<file path="src/common/smp_pkg.sv">
// Constants and types for the serial mode packetizer
// Behaviour
// After reset the serial port runs in transparent line-replacement mode.
// Mode follows the host-written serial mode select setting.
// Transparent mode queues every serial input byte for radio transmission.
// Transparent mode sends radio payload bytes out on the serial output.
// Buffer is sent once serial input stays idle for the packetization timeout.
// A zero packetization timeout sends as soon as any character arrives.
// A recognised escape sequence first flushes bytes buffered before it.
// Buffer is sent at once when it reaches the maximum payload size.
// Transparent mode is never offered on the SPI port.
// On SPI, host and device exchange only frame-based packets.
// Remote I/O samples reach the host only in frame-based mode.
// Transparent mode forwards all serial data except while in command mode.
// Frame-based received radio data carries the sender's source address.
// Frame-based mode reports transmit acknowledgments as status frames.
// SPI uses only the unescaped frame mode; mode select affects UART only.
// Host leaves guard silence before and after the three escape characters.
// Recognised escape characters are never forwarded over the radio.
// Each serial character restarts the idle timer; buffer clears after each packet.
package smp_pkg;
   localparam logic [1:0] MODE_TRANSPARENT = 2'h0;
   localparam logic [1:0] MODE_API = 2'h1;
   localparam logic [1:0] MODE_API_ESC = 2'h2;
   localparam int MAX_PAYLOAD = 100;
   localparam int CLK_HZ = 20_000_000;
   localparam int GUARD_TIME_MS = 1000;
   localparam int GUARD_CYCLES = CLK_HZ / 1000 * GUARD_TIME_MS;
   localparam int TIMEOUT_UNIT_US = 100;
   localparam int TIMEOUT_UNIT_CYCLES = CLK_HZ / 1_000_000 * TIMEOUT_UNIT_US;
   localparam int ESC_COUNT = 3;
   localparam logic [7:0] ESC_CHAR_DEFAULT = 8'h2B;
   localparam logic [7:0] TIMEOUT_DEFAULT = 8'h03;
   localparam int IDLE_W = 26;
   localparam int SRC_W = 16;

   typedef enum logic [1:0] {
      FL_FILL = 2'b00,
      FL_SEND = 2'b01
   } smp_flush_e;

   typedef enum logic [2:0] {
      ES_IDLE = 3'b000,
      ES_C1 = 3'b001,
      ES_C2 = 3'b011,
      ES_C3 = 3'b010,
      ES_CMD = 3'b110
   } smp_esc_e;
endpackage : smp_pkg

</file>
<file path="src/smp_packetizer.sv">
// Serial mode control and transparent-mode packetizer
`timescale 1ns/10ps
`default_nettype none
module smp_packetizer
   import smp_pkg::*;
#(
   parameter int GUARD_SILENCE_CYCLES = GUARD_CYCLES,
   parameter int TIMEOUT_CYCLES_PER_UNIT = TIMEOUT_UNIT_CYCLES,
   parameter int PAYLOAD_MAX = MAX_PAYLOAD
) (
   input wire logic ref_clk,
   input wire logic rst_b,
   input wire logic mode_load,
   input wire logic [1:0] serial_mode_select,
   input wire logic spi_port_sel,
   input wire logic [7:0] packetization_timeout,
   input wire logic [7:0] escape_character,
   input wire logic [6:0] max_payload_bytes,
   input wire logic cmd_exit,
   input wire logic ser_rx_valid,
   input wire logic [7:0] ser_rx_data,
   output logic ser_rx_ready_reg,
   output logic local_byte_valid_reg,
   output logic [7:0] local_byte_reg,
   output logic pkt_valid_reg,
   output logic [7:0] pkt_data_reg,
   output logic pkt_last_reg,
   input wire logic pkt_ready,
   input wire logic radio_rx_valid,
   input wire logic [7:0] radio_rx_data,
   input wire logic [SRC_W-1:0] radio_rx_src,
   output logic radio_rx_ready_reg,
   output logic ser_tx_valid_reg,
   output logic [7:0] ser_tx_data_reg,
   output logic [SRC_W-1:0] ser_tx_src_reg,
   input wire logic ser_tx_ready,
   input wire logic io_sample_valid,
   output logic io_sample_fwd_reg,
   input wire logic tx_ack_valid,
   input wire logic [7:0] tx_ack_code,
   output logic status_frame_valid_reg,
   output logic [7:0] status_code_reg,
   output logic api_mode_reg,
   output logic api_escaped_reg,
   output logic cmd_mode_reg
);
   localparam int CNT_W = $clog2(PAYLOAD_MAX + 1);
   localparam int BW = 8 + SRC_W;
   // Mode state
   logic api_mode_next, api_escaped_next;
   logic [1:0] sel_mode_reg, sel_mode_next;
   always_comb begin
      sel_mode_next = sel_mode_reg;
      // host selects mode
      if (mode_load) begin
         sel_mode_next = serial_mode_select;
      end
      // SPI forces frames
      if (spi_port_sel) begin
         api_mode_next = 1'b1;
         // unescaped only on SPI
         api_escaped_next = 1'b0;
      end else begin
         api_mode_next = (sel_mode_next != MODE_TRANSPARENT);
         api_escaped_next = (sel_mode_next == MODE_API_ESC);
      end
   end
   always_ff @(posedge ref_clk or negedge rst_b) begin
      // transparent after reset
      if (!rst_b) begin
         sel_mode_reg <= MODE_TRANSPARENT;
         api_mode_reg <= 1'b0;
         api_escaped_reg <= 1'b0;
      end else begin
         sel_mode_reg <= sel_mode_next;
         api_mode_reg <= api_mode_next;
         api_escaped_reg <= api_escaped_next;
      end
   end
   // Packet buffer, idle timer and escape detection
   logic [7:0] buf_reg [PAYLOAD_MAX];
   logic [7:0] buf_next [PAYLOAD_MAX];
   logic [CNT_W-1:0] cnt_reg, cnt_next, idx_reg, idx_next, mark_reg, mark_next, limit;
   logic [IDLE_W-1:0] idle_reg, idle_next;
   logic [IDLE_W-1:0] to_cycles;
   smp_flush_e fl_reg, fl_next;
   smp_esc_e esc_reg, esc_next;
   logic rx_take, transparent, guard_met, esc_hit, flush_go;
   logic pkt_valid_next, pkt_last_next, rx_ready_next, lb_valid_next, cmd_next;
   logic [7:0] pkt_data_next, lb_next;
   assign to_cycles = IDLE_W'(packetization_timeout) * IDLE_W'(TIMEOUT_CYCLES_PER_UNIT);
   // Zero or oversize setting falls back to the hardware maximum
   assign limit = (max_payload_bytes != 7'h00 && 32'(max_payload_bytes) <= PAYLOAD_MAX) ?
                  CNT_W'(max_payload_bytes) : CNT_W'(PAYLOAD_MAX);
   always_comb begin
      buf_next = buf_reg;
      cnt_next = cnt_reg;
      idx_next = idx_reg;
      mark_next = mark_reg;
      fl_next = fl_reg;
      esc_next = esc_reg;
      pkt_valid_next = pkt_valid_reg;
      pkt_data_next = pkt_data_reg;
      pkt_last_next = pkt_last_reg;
      lb_valid_next = 1'b0;
      lb_next = local_byte_reg;
      transparent = !api_mode_reg;
      rx_take = ser_rx_valid && ser_rx_ready_reg;
      guard_met = idle_reg >= IDLE_W'(GUARD_SILENCE_CYCLES);
      esc_hit = ser_rx_data == escape_character;
      flush_go = 1'b0;
      // every character restarts the timer
      idle_next = rx_take ? '0 : ((&idle_reg) ? idle_reg : idle_reg + 1'b1);
      if (rx_take && (!transparent || esc_reg == ES_CMD)) begin
         // command and frame bytes stay local
         lb_valid_next = 1'b1;
         lb_next = ser_rx_data;
      end else if (rx_take) begin
         // queue serial byte
         buf_next[cnt_reg] = ser_rx_data;
         cnt_next = cnt_reg + 1'b1;
         unique case (esc_reg)
            ES_IDLE: begin
               if (esc_hit && guard_met) begin
                  esc_next = ES_C1;
                  mark_next = cnt_reg;
               end
            end
            ES_C1: esc_next = (esc_hit && !guard_met) ? ES_C2 : ES_IDLE;
            ES_C2: esc_next = (esc_hit && !guard_met) ? ES_C3 : ES_IDLE;
            default: esc_next = ES_IDLE;
         endcase
      end else if (esc_reg == ES_C3 && guard_met) begin
         // drop the escape characters
         cnt_next = mark_reg;
         esc_next = ES_CMD;
         // flush what came before
         flush_go = (mark_reg != '0);
      end else if ((esc_reg == ES_C1 || esc_reg == ES_C2) && guard_met) begin
         esc_next = ES_IDLE;
      end else if (esc_reg == ES_IDLE && cnt_reg != '0 && transparent) begin
         // full packet goes at once
         if (cnt_reg >= limit) begin
            flush_go = 1'b1;
         end
         // zero timeout sends at once
         if (packetization_timeout == 8'h00) begin
            flush_go = 1'b1;
         end
         // idle gap ends the packet
         if (idle_reg >= to_cycles) begin
            flush_go = 1'b1;
         end
      end
      if (esc_reg == ES_CMD && cmd_exit) begin
         esc_next = ES_IDLE;
      end
      unique case (fl_reg)
         FL_FILL: begin
            if (flush_go) begin
               fl_next = FL_SEND;
               idx_next = '0;
            end
         end
         FL_SEND: begin
            if (!pkt_valid_reg || pkt_ready) begin
               if (idx_reg < cnt_reg) begin
                  pkt_valid_next = 1'b1;
                  pkt_data_next = buf_reg[idx_reg];
                  pkt_last_next = (idx_reg == cnt_reg - 1'b1);
                  idx_next = idx_reg + 1'b1;
               end else begin
                  pkt_valid_next = 1'b0;
                  pkt_last_next = 1'b0;
                  // buffer clears after packet
                  cnt_next = '0;
                  fl_next = FL_FILL;
               end
            end
         end
      endcase
      cmd_next = (esc_next == ES_CMD);
      // Stall the host while sending; a single buffer trades throughput for area
      rx_ready_next = (fl_next == FL_FILL) && !flush_go &&
                      (cnt_next < limit || !transparent || cmd_next);
   end

   always_ff @(posedge ref_clk or negedge rst_b) begin
      if (!rst_b) begin
         for (int i = 0; i < PAYLOAD_MAX; i++) begin
            buf_reg[i] <= 8'h00;
         end
         cnt_reg <= '0;
         idx_reg <= '0;
         mark_reg <= '0;
         idle_reg <= '0;
         fl_reg <= FL_FILL;
         esc_reg <= ES_IDLE;
         pkt_valid_reg <= 1'b0;
         pkt_data_reg <= 8'h00;
         pkt_last_reg <= 1'b0;
         ser_rx_ready_reg <= 1'b0;
         local_byte_valid_reg <= 1'b0;
         local_byte_reg <= 8'h00;
         cmd_mode_reg <= 1'b0;
      end else begin
         buf_reg <= buf_next;
         cnt_reg <= cnt_next;
         idx_reg <= idx_next;
         mark_reg <= mark_next;
         idle_reg <= idle_next;
         fl_reg <= fl_next;
         esc_reg <= esc_next;
         pkt_valid_reg <= pkt_valid_next;
         pkt_data_reg <= pkt_data_next;
         pkt_last_reg <= pkt_last_next;
         ser_rx_ready_reg <= rx_ready_next;
         local_byte_valid_reg <= lb_valid_next;
         local_byte_reg <= lb_next;
         cmd_mode_reg <= cmd_next;
      end
   end
   // Radio-to-serial two-entry skid buffer
   logic spare_valid_reg, spare_valid_next, out_valid_next, rr_next;
   logic [BW-1:0] spare_reg, spare_next, out_reg, out_next;
   logic rf_take, out_free;
   always_comb begin
      spare_valid_next = spare_valid_reg;
      spare_next = spare_reg;
      out_valid_next = ser_tx_valid_reg;
      out_next = out_reg;
      rf_take = radio_rx_valid && radio_rx_ready_reg;
      out_free = !ser_tx_valid_reg || ser_tx_ready;
      if (out_free) begin
         if (spare_valid_reg) begin
            out_valid_next = 1'b1;
            out_next = spare_reg;
            spare_valid_next = rf_take;
            spare_next = {radio_rx_src, radio_rx_data};
         end else begin
            out_valid_next = rf_take;
            out_next = {radio_rx_src, radio_rx_data};
         end
      end else if (rf_take) begin
         spare_valid_next = 1'b1;
         spare_next = {radio_rx_src, radio_rx_data};
      end
      // radio payload goes to serial
      rr_next = !spare_valid_next;
   end
   always_ff @(posedge ref_clk or negedge rst_b) begin
      if (!rst_b) begin
         spare_valid_reg <= 1'b0;
         spare_reg <= '0;
         out_reg <= '0;
         ser_tx_valid_reg <= 1'b0;
         radio_rx_ready_reg <= 1'b0;
      end else begin
         spare_valid_reg <= spare_valid_next;
         spare_reg <= spare_next;
         out_reg <= out_next;
         ser_tx_valid_reg <= out_valid_next;
         radio_rx_ready_reg <= rr_next;
      end
   end
   assign ser_tx_data_reg = out_reg[7:0];
   // Frame-only outputs, except status_code_reg, which loads tx_ack_code in every mode
   always_ff @(posedge ref_clk or negedge rst_b) begin
      if (!rst_b) begin
         ser_tx_src_reg <= '0;
         io_sample_fwd_reg <= 1'b0;
         status_frame_valid_reg <= 1'b0;
         status_code_reg <= 8'h00;
      end else begin
         // source address in frames
         ser_tx_src_reg <= api_mode_reg ? out_next[BW-1:8] : '0;
         // samples only in frame mode
         io_sample_fwd_reg <= io_sample_valid && api_mode_reg;
         // acknowledgments as status frames
         status_frame_valid_reg <= tx_ack_valid && api_mode_reg;
         status_code_reg <= tx_ack_valid ? tx_ack_code : status_code_reg;
      end
   end
endmodule : smp_packetizer
`default_nettype wire

</file>
<file path="config.mk">
export PLATFORM = sky130hd
export DESIGN_NAME = smp_packetizer
export DESIGN_NICKNAME = d
export VERILOG_FILES = /design/src/common/smp_pkg.sv /design/src/smp_packetizer.sv
export SDC_FILE = /design/constraint.sdc
export NUM_CORES = 1
export LEC_CHECK = 0
export BUFFER_PORTS_ARGS = -buffer_cell sky130_fd_sc_hd__clkbuf_2
export CAP_MARGIN = 30
export CORE_ASPECT_RATIO = 0.7
export CORE_MARGIN = 2
export CORE_UTILIZATION = 63
export CTS_CLUSTER_DIAMETER = 40
export DETAILED_ROUTE_END_ITERATION = 12
export GPL_TIMING_DRIVEN = 0
export PLACE_DENSITY_LB_ADDON = 0.05
export SYNTH_ARGS = -nofsm -noshare
export SYNTH_HDL_FRONTEND = slang
export SYNTH_SLANG_ARGS = --single-unit
export TNS_END_PERCENT = 20
</file>
<file path="constraint.sdc">
create_clock -name ref_clk -period 4.6 [get_ports ref_clk]
set_input_delay 0.23 -clock ref_clk [delete_from_list [all_inputs] [get_ports ref_clk]]
set_output_delay 0.23 -clock ref_clk [all_outputs]
set_load 0.1 [all_outputs]
</file>
After elaboration in Yosys (flattened, before gate mapping)
Index checks and enable logic that the tools add are counted.
{ "totals": {"register_bits": 954, "latchBits": 0, "mem_bits_rw": 0, "romBits": 0, "input_bits": 76, "output_inout_bits": 59, "elab_cells": 257, "memories": 0} }
{ "op_classes": {"addsub": 4, "mul": 1, "n_div": 0, "n_lt_le_gt_ge": 9, "n_eq_ne": 14, "shift": 0, "n_mux": 56, "bitwise_logic": 3, "n_reduce_logical": 44} }
{ "ops": {"columns": ["op", "count"], "rows": [
  ["$bwmux 800", 1],
  ["$mux 24", 5],
  ["$mux 7", 10],
  ["$bmux 8 s7", 1],
  ["$demux 8 s7", 1],
  ["$mux 26", 2],
  ["$add 26x1->26 const B", 1],
  ["$ge 26x19->1", 1],
  ["$ge 26x25->1 const B", 1],
  ["$reduce_and 26->1", 1],
  ["$mux 8", 3],
  ["$reduce_bool 7->1", 3],
  ["$mux 3", 6],
  ["$mux 1", 17],
  ["$ge 8x8->1 const B", 2],
  ["$logic_and 1x1->1", 16],
  ["$mux 16", 1],
  ["$not 7->8", 2],
  ["$mul 8x7->15 const B", 1],
  ["$add 7x1->7 const B", 2],
  ["$lt 7x7->1", 2],
  ["$pmux 7 s2", 1],
  ["$mux 2", 6],
  ["$ne 2x2->1 const B", 5],
  ["other kinds (23)", 40]
]} }

Logic depth before layout (Yosys ltp)
Gate-level depths: netlist of run 1.
{ "depth": {"ltp_word": 17, "depth_mapped": 25, "ltp_nobuf": 24} }

Least setup slack after synthesis of run 1
OpenSTA, ideal clock, no wires.
{ "synth_timing": {"kind": "input to register", "from": "in packetization_timeout[0]", "to": "reg idx_reg[2]", "setup_ns": 0.125, "arrival_time_ns": 5.371, "required_time_ns": 4.475, "setup_slack_ns": -0.896, "path_stages": 25, "n_path_buf": 1, "path_cell_list": "fa_1 xor2_1 ha_1 inv_1 fa_1 fa_1 inv_1 ha_1 inv_1 o21bai_1 a21o_1 a21o_1 a31oi_1 nor3_1 a311oi_1 ha_1 nand2_1 nor4_1 a32oi_1 nand2_1 o311ai_2 o211ai_2 buf_2 o21ai_1 mux2_2"} }
{ "synth_via": {"elab_chain_cells": 10, "word_cells_on_any_way": 12, "cone_classes": "1 x mul; 1 x order compare; 1 x eq/ne; 7 x mux; 2 x reduce/logical"} }
{ "synth_lines": {"columns": ["element", "line", "source"], "rows": [
  ["start: declaration", "smp_packetizer.sv:16", "input wire logic [7:0] packetization_timeout,"],
  ["$mul 8x7->15 / $logic_not 8->1 (equally long branches)", "smp_packetizer.sv:91, smp_packetizer.sv:147", null],
  ["$ge 26x19->1 / $mux 1 (equally long branches)", "smp_packetizer.sv:151, smp_packetizer.sv:147", null],
  ["$mux 1 *", "smp_packetizer.sv:151", "if (idle_reg >= to_cycles) begin"],
  ["$mux 1 *", "smp_packetizer.sv:141", "end else if (esc_reg == ES_IDLE && cnt_reg != '0 && transparent) begin"],
  ["$mux 1 *", "smp_packetizer.sv:139", "end else if ((esc_reg == ES_C1 || esc_reg == ES_C2) && guard_met) begin"],
  ["$mux 1 *", "smp_packetizer.sv:133", "end else if (esc_reg == ES_C3 && guard_met) begin"],
  ["$mux 1 *", "smp_packetizer.sv:118", "end else if (rx_take) begin"],
  ["$mux 1 *", "smp_packetizer.sv:114", "if (rx_take && (!transparent || esc_reg == ES_CMD)) begin"],
  ["$ne 2x2->1 (no source line) *", null, null],
  ["$reduce_and 3->1 (no source line) *", null, null],
  ["end signal: assignment", "smp_packetizer.sv:209", "idx_reg <= idx_next;"],
  ["end: declaration", "smp_packetizer.sv:83", "logic [CNT_W-1:0] cnt_reg, cnt_next, idx_reg, idx_next, mark_reg, mark_next, limit;"]
]} }
Mark *: on every way between the ends. The rest lies on a longest branch, timed or not.
A chain may end at the register's enable or synchronous reset.

Final worst setup path of run 1
{ "layout_timing": {"from": "in packetization_timeout[0]", "to": "reg idx_reg[3]"} }
The elaborated chain is that of the path after synthesis.

==> results of run 1 <==
## worst max-delay path: stages
cell	delay, ps
buf_12	100
fa_1	580
xor2_1	190
ha_2	300
inv_2	60
fa_1	430
fa_1	540
inv_2	50
ha_4	160
nor3_2	180
o21ai_2	90
a31oi_2	230
nor2b_1	70
o21a_1	190
o41a_1	350
xnor2_2	160
ha_1	310
nand3_2	120
nor2_2	50
a32oi_1	190
nand2_1	140
o311ai_2	260
o211ai_2	220
o2111ai_1	270
mux2_2	360
## cell usage in the layout (no fill, tap or decap), types with 22 or more instances in the layout
cell type | netlist | layout
buf_8 | 0 | 25
xnor2_1 | 26 | 25
mux2i_1 | 26 | 26
clkbuf_1 | 156 | 165
o21ai_0 | 53 | 52
buf_2 | 25 | 27
a21oi_1 | 37 | 36
ha_1 | 83 | 78
inv_1 | 66 | 60
buf_4 | 11 | 27
nor2_1 | 76 | 74
dlygate4sd3_1 | 0 | 43
nor3_1 | 33 | 30
nand2_1 | 200 | 199
clkbuf_2 | 0 | 129
clkbuf_16 | 0 | 113
mux4_2 | 247 | 247
and2_1 | 22 | 22
mux2_2 | 832 | 830
dfrtp_1 | 954 | 954
## power groups by stage
| stage | registers (mW) | logic, mW | clock network [mW] |
|---|---|---|---|
| CTS | 9.51 | 7.26 | 9.23 |
| global placement | 9.63 | 6.83 | 0 |
| finish | 9.53 | 7.49 | 9.18 |
| global route | 9.59 | 7.92 | 9.62 |
| detailed placement | 9.65 | 7.05 | 0 |
| floorplan | 10.7 | 3.83 | 0 |
## logic make-up (layout without fill, tap and decap cells)
kind of cell | Yosys count | after routing | synth area share (%)
buffers and inverters | 270 | 701 | 2.39
muxes | 1116 | 1116 | 33.7
DFF | 954 | 954 | 52.6
xor gates and xnor gates | 46 | 46 | 0.887
and+or+nand+nor | 431 | 431 | 4.38
other | 0 | 1 | 0
adders and majority gates | 104 | 104 | 3.21
AOI/OAI and AO/OA | 197 | 197 | 2.84
## cell type report
class                      instances  share of cell area (%)
clock buffer                     133                    5.70
tap                              966                    2.30
inverter                          69                   0.498
multi-input combinational       1894                    39.3
antenna                            1                 0.00476
sequential                       954                    45.4
buffer                           201                    1.59
clock inverter                    72                    1.64
timing repair buffer             226                    3.55
## worst paths after layout
| check | to | slack, ps | cells after the start |
|---|---|---|---|
| min | status_frame_valid_reg | 60 | 2 |
| min in group asynchronous | status_code_reg[4] | 130 | 2 |
| max in group asynchronous | buf_reg[25] | 1970 | 6 |
| max | idx_reg[3] | -690 | 25 |
| max reg2reg | ser_rx_ready_reg | -130 | 19 |
| min reg2reg | out_reg[0] | 480 | 2 |
## repair_timing
action / 4_1_cts / 5_1_grt
pin swaps: 19 / 27
hold buffers: 43 / 0
gates resized for setup: 27 / 15
endpoints found under the setup margin: 10 / 10
endpoints found under the hold margin: 136 / 0
cloned: 0 / 0
setup buffers: 8 / 6
## through the flow
step           cells  util (%)  power [mW]
6_report        4516      73.6        26.2
3_3_place_gp    4217      66.3        16.5
4_1_cts         4506      73.3        26.0
3_5_place_dp    4250      67.1        16.7
5_1_grt         4515      73.6        27.1
2_1_floorplan   3118         -        14.5
## per-layer routing
metal | vias to the layer above | track usage, % | share of wire [%]
met4 | 6 | 11.7 | 3.6
met5 | - | 0 | 0.027
met1 | 15764 | 53.1 | 43
met2 | 1176 | 50.7 | 44
met3 | 280 | 10.6 | 10
li1 | 12220 | - | -
==> run metrics, run 1 <==
outcome finished with violations; failing checks negative setup slack; Final Cycle Share 115%; CTS Root Cell clkbuf_16; Reg power frac 36.4%; top-count cell post-synth dfrtp_1; P&R area growth vs syn 15.7%; cell-internal power 17.0 mW; crit path kind input pin to register; DRT iter0 DRCs 2707; Crit Path Max Fanout 5; Syn Inst Count 3118; setup violators final 10; total gr overflow 0; Yosys top cell area share 52.6%; full die area 74300 um2; FF+latch area 23900 um2; Setup crit start packetization_timeout[0]; Layout Skew 39.1 ps; Setup WS post-layout -685 ps; Synth cell types 66; area occupied by multi-input gates 20600 um2; Seq/Total Area, Yosys 52.6%; worst hold path class input pin to register; dominant synthesized flop cell dfrtp_1; antenna violations before repair 6; dpl cell area 47900 um2; H-Tree Depth 3; Max-cap violations 0; VDD IR max 0.000482 V; switching part of the total 35.0%; Switching Power 9.17 mW; Die Wd 325 um; crit path DAT 5840 ps; worst flop-to-flop path startpoint idx_reg[0]; asr flop ratio synth 100%; # fillers 4535; final wirelength 129000 um; min-delay src tx_ack_valid; clock share of power 35.0%; layout cell share with drive strength beyond 1 43.3%; # DRC 0; setup TNS -5000 ps; Gate power share 28.6%; hpwl dp 92400 um; DRT Pass-1 Iters 5; pwr dens 499 nW/um2; CTS Sinks 954; CP Capture Type register; CTS Buf Count 110; Cell Area, Synth 45400 um2; routed wire length per instance 28.6 um; die span in y 229 um; Startpoint Class input pin; Area contributors post-synth dfrtp_1 53%, mux2_2 21%, mux4_2 12%, ha_1 2.3%, nand2_1 1.7%; shortest period the worst path allows 5290 ps; vias in the first global route 30814; GP Congestion 0.915; Rel. slew slack 28.1%; Starting Density 63.6%; final hold violation count 0; TritonCTS clock tree done; Design Area, Final 52500 um2; Vias per Instance 6.52; Slew @ Worst Pin 1080 ps; vias post-DR 29446; yosys warns 0; most common library cells after synthesis 954 x dfrtp_1, 832 x mux2_2, 247 x mux4_2; core area 71400 um2; Max clock buf depth 3; syn avg cell area 14.6 um2; clock latency at the later pin of the worst-skew pair 690 ps; # nets final 3636; #FFs+latches synth 954; most area-hungry cell type in the Yosys netlist dfrtp_1; row count 82; data required time at the worst endpoint 5150 ps; PortBufs 133; Worst-path clk slew 60 ps; largest net degree at the start of global routing 128; Post-synth EDFFs 0; RSZ-0062 raised after global routing yes; first-pass GRT wire length 196000 um; # IOs 135; Mapped Nets 3298; hold slack 64.4 ps; fin. max-slew vios 0; Final ANT Viol Nets 0; Leakage 25.3 nW; Achievable Freq 189 MHz; total track usage 35.6%; max reg flops 800; dpl ws -1560 ps
Note: power is estimated with default switching activity, not from simulation.
==> run 2, diff against run 1 <==
CORE_UTILIZATION = 40   (was 63)
==> run metrics, run 2 (synthesized netlist as in run 1, its figures left out) <==
outcome finished with violations; failing checks negative setup slack; total gr overflow 0 (unchanged); clock latency at the later pin of the worst-skew pair 750 ps (+60 ps); full die area 116000 um2 (+57%); Final Cycle Share 113% (-2.2 points); Vias per Instance 5.70 (-13%); hpwl dp 104000 um (+12%); worst hold path class input pin to register; Starting Density 40.3% (-23 points); crit path kind input pin to register; vias in the first global route 30614 (-0.65%); fin. max-slew vios 0 (unchanged); Worst-path clk slew 50 ps (about the same); antenna violations before repair 5 (-1); # nets final 3680 (+1.2%); Max-cap violations 0 (unchanged); H-Tree Depth 4 (+1); Crit Path Max Fanout 10 (+5); TritonCTS clock tree done; Design Area, Final 54300 um2 (+3.4%); Startpoint Class input pin; final core occ 48.2% (-25 points); total track usage 25.2% (-10 points); Layout Skew 22.5 ps (-16.6 ps); dpl cell area 48700 um2 (+1.7%); Setup WS post-layout -583 ps (+102 ps); shortest period the worst path allows 5180 ps (-102 ps); GP Congestion 0.890 (-2.7%); Rel. slew slack 27.0% (-1.0 points); routed wire length per instance 28.0 um (-2.0%); data required time at the worst endpoint 5220 ps (+70 ps); CTS Root Cell clkbuf_16; most frequent cells in the layout 954 x dfrtp_1, 830 x mux2_2, 247 x mux4_2, 197 x nand2_1, 159 x clkbuf_1; # IOs 135 (unchanged); VDD IR max 0.000500 V (+3.7%); Die Wd 407 um (+25%); CTS Sinks 954 (unchanged); # DRC 0 (unchanged); setup violators final 8 (-2); Leakage 25.9 nW (+2.1%); final wirelength 143000 um (+11%); P&R area growth vs syn 19.6%; Slew @ Worst Pin 1090 ps (+7.36 ps); first-pass GRT wire length 212000 um (+7.9%); final hold violation count 0 (unchanged); die span in y 286 um (+25%); Achievable Freq 193 MHz (+2.0%); R2R Setup Slk -240 ps (-110 ps); RSZ-0062 raised after global routing yes; PortBufs 133 (unchanged); DRT iter0 DRCs 2571 (-5.0%); max reg flops 800 (unchanged); CP Capture Type register; Post-Place Cells 4813 (+13%); largest net degree at the start of global routing 122 (-4.7%); Max clock buf depth 3 (unchanged); vias post-DR 29233 (-0.72%); Final ANT Viol Nets 0 (unchanged); layout cell share with drive strength beyond 1 43.9% (+0.63 points); CTS Buf Count 132 (+20%); commonest non-fill, non-tap cell in the layout dfrtp_1; DRT Pass-1 Iters 7 (+2); crit path DAT 5800 ps (-40 ps); hold slack 78.7 ps (+14.3 ps); pwr dens 519 nW/um2 (+4.1%); row count 103 (+26%); core area 113000 um2 (+58%); final cell count without fillers 5127 (+14%)
==> run 2: critical path, cell delays in order <==
cell	delay, ps
buf_12	110
fa_1	500
xor2_1	170
ha_1	290
inv_2	40
fa_1	490
fa_1	520
inv_1	40
ha_1	290
inv_2	100
o21ai_2	80
a31oi_2	210
nor2b_1	70
o21a_1	180
o41a_1	360
xnor2_2	160
ha_1	310
nand3_2	120
nor2_2	40
a32oi_1	240
nand2_2	140
o311ai_4	280
o211ai_4	170
buf_6	180
o21ai_2	170
mux2_4	310
==> run 2: worst paths after layout <==
path / start / to / cells past startpoint
setup / recovery: packetization_timeout[1] / idx_reg[2] / 26
hold / removal: ser_tx_ready / radio_rx_ready_reg / 4
setup reg to reg: idx_reg[0] / ser_rx_ready_reg / 19
hold reg to reg: local_byte_reg[3] / local_byte_reg[3] / 2
max in group asynchronous: rst_b / buf_reg[115] / 6
min in group asynchronous: rst_b / buf_reg[587] / 3
==> run 2: where the power goes <==
part	internal, mW	total (mW)	switching [mW]	leakage [nW]
clock	6.79	10.9	4.08	2.28
combinational	2.61	7.79	5.17	10.5
sequential	9.09	9.54	0.449	13.1
==> run 2: layout make-up <==
cell class,count,area [um2]
fillers,9746,58300
flip-flops and latches,954,23900
multi-input cells,1894,20600
clock buffers,166,3720
repair buffers,248,2110
well taps,1522,1900
clock inverters,71,976
plain buffers,201,845
inverters,69,259
diodes,2,5.00
==> run 2: through the flow <==
step | setup slack, ps | setup TNS [ps] | power (mW)
after global routing | -764 | -5270 | 29.3
after global placement | -18780 | - | 16.7
after CTS | -607 | -3620 | 28.2
after detailed placement | -1690 | -14070 | 17.0
final | -583 | -3280 | 28.2
after floorplan | -761 | -5140 | 14.5
==> run 2: repair_timing <==
action	CTS	global route
resized for setup	17	21
pin swaps	17	6
hold buffers	55	0
hold endpoints to repair	291	0
setup buffers	16	2
endpoints found under the setup margin	10	10
==> run 2: metal layers <==
layer	global-route usage, %	vias up	part of all wire [%]
li1	-	12327	-
met1	39.0	15831	48
met2	35.8	895	43
met3	5.37	180	7.0
met4	6.18	0	1.9
met5	0	-	0
==> run 3, diff against run 2 <==
CAP_MARGIN = unset   (was 30)
CORE_UTILIZATION = 60   (was 40)
==> run metrics, run 3 (synthesized netlist as in run 1, its figures left out) <==
outcome finished with violations; failing checks max-capacitance violations, max-slew violations, negative setup slack; fin. max-slew vios 11 (+11); worst hold path class input pin to async pin; CP Capture Type register; final wirelength 129000 um (-10%); Reg power frac 35.8% (+2.0 points); final core occ 70.0% (+22 points); max reg flops 800 (unchanged); Max-cap violations 1 (+1); dpl cell area 47600 um2 (-2.2%); # IOs 135 (unchanged); DRT Pass-1 Iters 6 (-1); worst flop-to-flop path startpoint idx_reg[0]; row count 84 (-18%); most frequent CP cell fa_1; core area 75000 um2 (-33%); layout cell share with drive strength beyond 1 43.1% (-0.86 points); clock share of power 36.6% (-2.0 points); # fillers 5049 (-48%); Leakage 25.3 nW (-2.3%); hpwl dp 91200 um (-12%); GP Congestion 0.946 (+6.2%); Gate power share 27.5% (about the same); first-pass GRT wire length 195000 um (-8.1%); R2R Path End ser_rx_ready_reg; CTS Sinks 954 (unchanged); Final ANT Viol Nets 0 (unchanged); setup violators final 8 (unchanged); Final Cycle Share 114% (+1.4 points); pwr dens 506 nW/um2 (-2.5%); setup TNS -4080 ps (-799 ps); cell family with the largest share of critical-path delay adder cells; vias post-DR 29386 (+0.52%); Worst path slowest cell fa_1; VDD IR max 0.000392 V (-22%); Rel. slew slack -2.29% (-29 points); clock latency at the later pin of the worst-skew pair 710 ps (-40 ps); Reg2Reg Depth 19 (unchanged); Vias per Instance 6.48 (+14%); number of stages on the worst setup path 25 (-3.8%); crit path DAT 5830 ps (+30 ps); H-Tree Depth 3 (-1); Max clock buf depth 3 (unchanged); P&R area growth vs syn 15.7%; DRT iter0 DRCs 2852 (+11%); shortest period the worst path allows 5250 ps (+65.7 ps); CTS Root Cell clkbuf_16; CTS Buf Count 117 (-11%); routed wire length per instance 28.4 um (+1.6%); Crit Path Max Fanout 7 (-3); Slew @ Worst Pin 1530 ps (+448 ps); full die area 77900 um2 (-33%); Layout Skew 19.7 ps (-2.84 ps); Startpoint Class input pin; antenna violations before repair 9 (+4); commonest non-fill, non-tap cell in the layout dfrtp_1; CP Buf/Inv Count 2 (-3); largest net degree at the start of global routing 124 (+1.6%); total track usage 34.0% (+8.8 points); most frequent cells in the layout 954 x dfrtp_1, 830 x mux2_2, 247 x mux4_2, 200 x nand2_1, 161 x clkbuf_1; PortBufs 133 (unchanged); Worst-path clk slew 60 ps (about the same); Die Wd 333 um (-18%); RSZ-0062 raised after global routing yes; Starting Density 60.5% (+20 points); Switching Power 9.26 mW (-4.5%); R2R Setup Slk -30 ps (+210 ps); Design Area, Final 52500 um2 (-3.3%); switching part of the total 34.8% (+0.41 points); Setup WS post-layout -649 ps (-65.7 ps); crit path kind input pin to register; Achievable Freq 191 MHz (-1.3%); final hold violation count 0 (unchanged); total gr overflow 0 (unchanged); cell-internal power 17.3 mW (-6.3%); # nets final 3619 (-1.7%); die span in y 234 um (-18%); # DRC 0 (unchanged); vias in the first global route 30429 (-0.60%); TritonCTS clock tree done; CP max stage delay 520 ps (about the same); data required time at the worst endpoint 5180 ps (-40 ps)
[run 3: changes by cell type in the layout (fill, tap and decap cells not counted), moves of 4 or more]
cell | previous run | this run
buf_4 | 31 | 25
buf_6 | 5 | 1
buf_8 | 27 | 1
clkbuf_16 | 137 | 119
clkbuf_2 | 135 | 129
clkbuf_8 | 19 | 13
clkinv_2 | 14 | 22
clkinv_4 | 9 | 13
clkinvlp_4 | 11 | 20
dlygate4sd3_1 | 55 | 44
inv_6 | 15 | 8
[run 3: layout make-up]
| cell class | instances | area [um2] | area share, % |
|---|---|---|---|
| flip-flops and latches | 954 | 23900 | 45.4 |
| multi-input cells | 1894 | 20600 | 39.2 |
| clock buffers | 134 | 3110 | 5.92 |
| repair buffers | 202 | 1550 | 2.95 |
| well taps | 989 | 1240 | 2.36 |
| clock inverters | 86 | 1050 | 2.01 |
| plain buffers | 201 | 835 | 1.59 |
| inverters | 69 | 259 | 0.493 |
| diodes | 4 | 10.0 | 0.0191 |
[run 3: worst max-delay path by stage]
stage                     slack, ps                     start           end
after detailed placement      -1600  packetization_timeout[1]    idx_reg[2]
final                          -650  packetization_timeout[1]    idx_reg[2]
after global routing           -850  packetization_timeout[1]    idx_reg[2]
after floorplan                -760  packetization_timeout[2]    idx_reg[2]
after CTS                      -580  packetization_timeout[1]    idx_reg[2]
after global placement       -18080                     rst_b  buf_reg[106]
[run 3: layer usage]
layer / track usage [%] / up-vias / part of all wire, %
met5: 0 / - / 0
met4: 10.9 / 0 / 2.9
met3: 9.75 / 228 / 10
met2: 49.2 / 1239 / 44
met1: 50.2 / 15695 / 44
li1: - / 12224 / -
[run 3: stage by stage]
step,setup WS [ps],hold slack [ps],instances,power [mW]
after floorplan,-761,-65.6,3118,14.5
after global placement,-18080,417,4240,16.5
after detailed placement,-1600,208,4250,16.6
after CTS,-580,33.7,4526,26.6
after global routing,-850,107,4530,27.5
final,-649,68.5,4533,26.6
[run 3: power by group through the flow]
stage / clock (mW) / sequential (mW) / combinational (mW)
2_1_floorplan: 0 / 10.7 / 3.83
3_3_place_gp: 0 / 9.65 / 6.81
3_5_place_dp: 0 / 9.66 / 6.97
4_1_cts: 9.82 / 9.51 / 7.23
5_1_grt: 10.2 / 9.59 / 7.76
6_report: 9.74 / 9.53 / 7.32
[run 3: worst register-to-register path, delay by kind of cell (launching register included)]
kind | cells | cell delay, ps
buf+inv | 7 | 1960
compound gates | 7 | 1220
fa+ha+maj | 2 | 580
simple gates | 3 | 450
flops | 1 | 350
[run 3: repair_timing]
action	in CTS	in global routing
hold buffers	44	0
endpoints found under the hold margin	388	0
cloned	0	0
endpoints found under the setup margin	10	10
resized for setup	28	3
buffers inserted	12	2
pin swaps	12	3
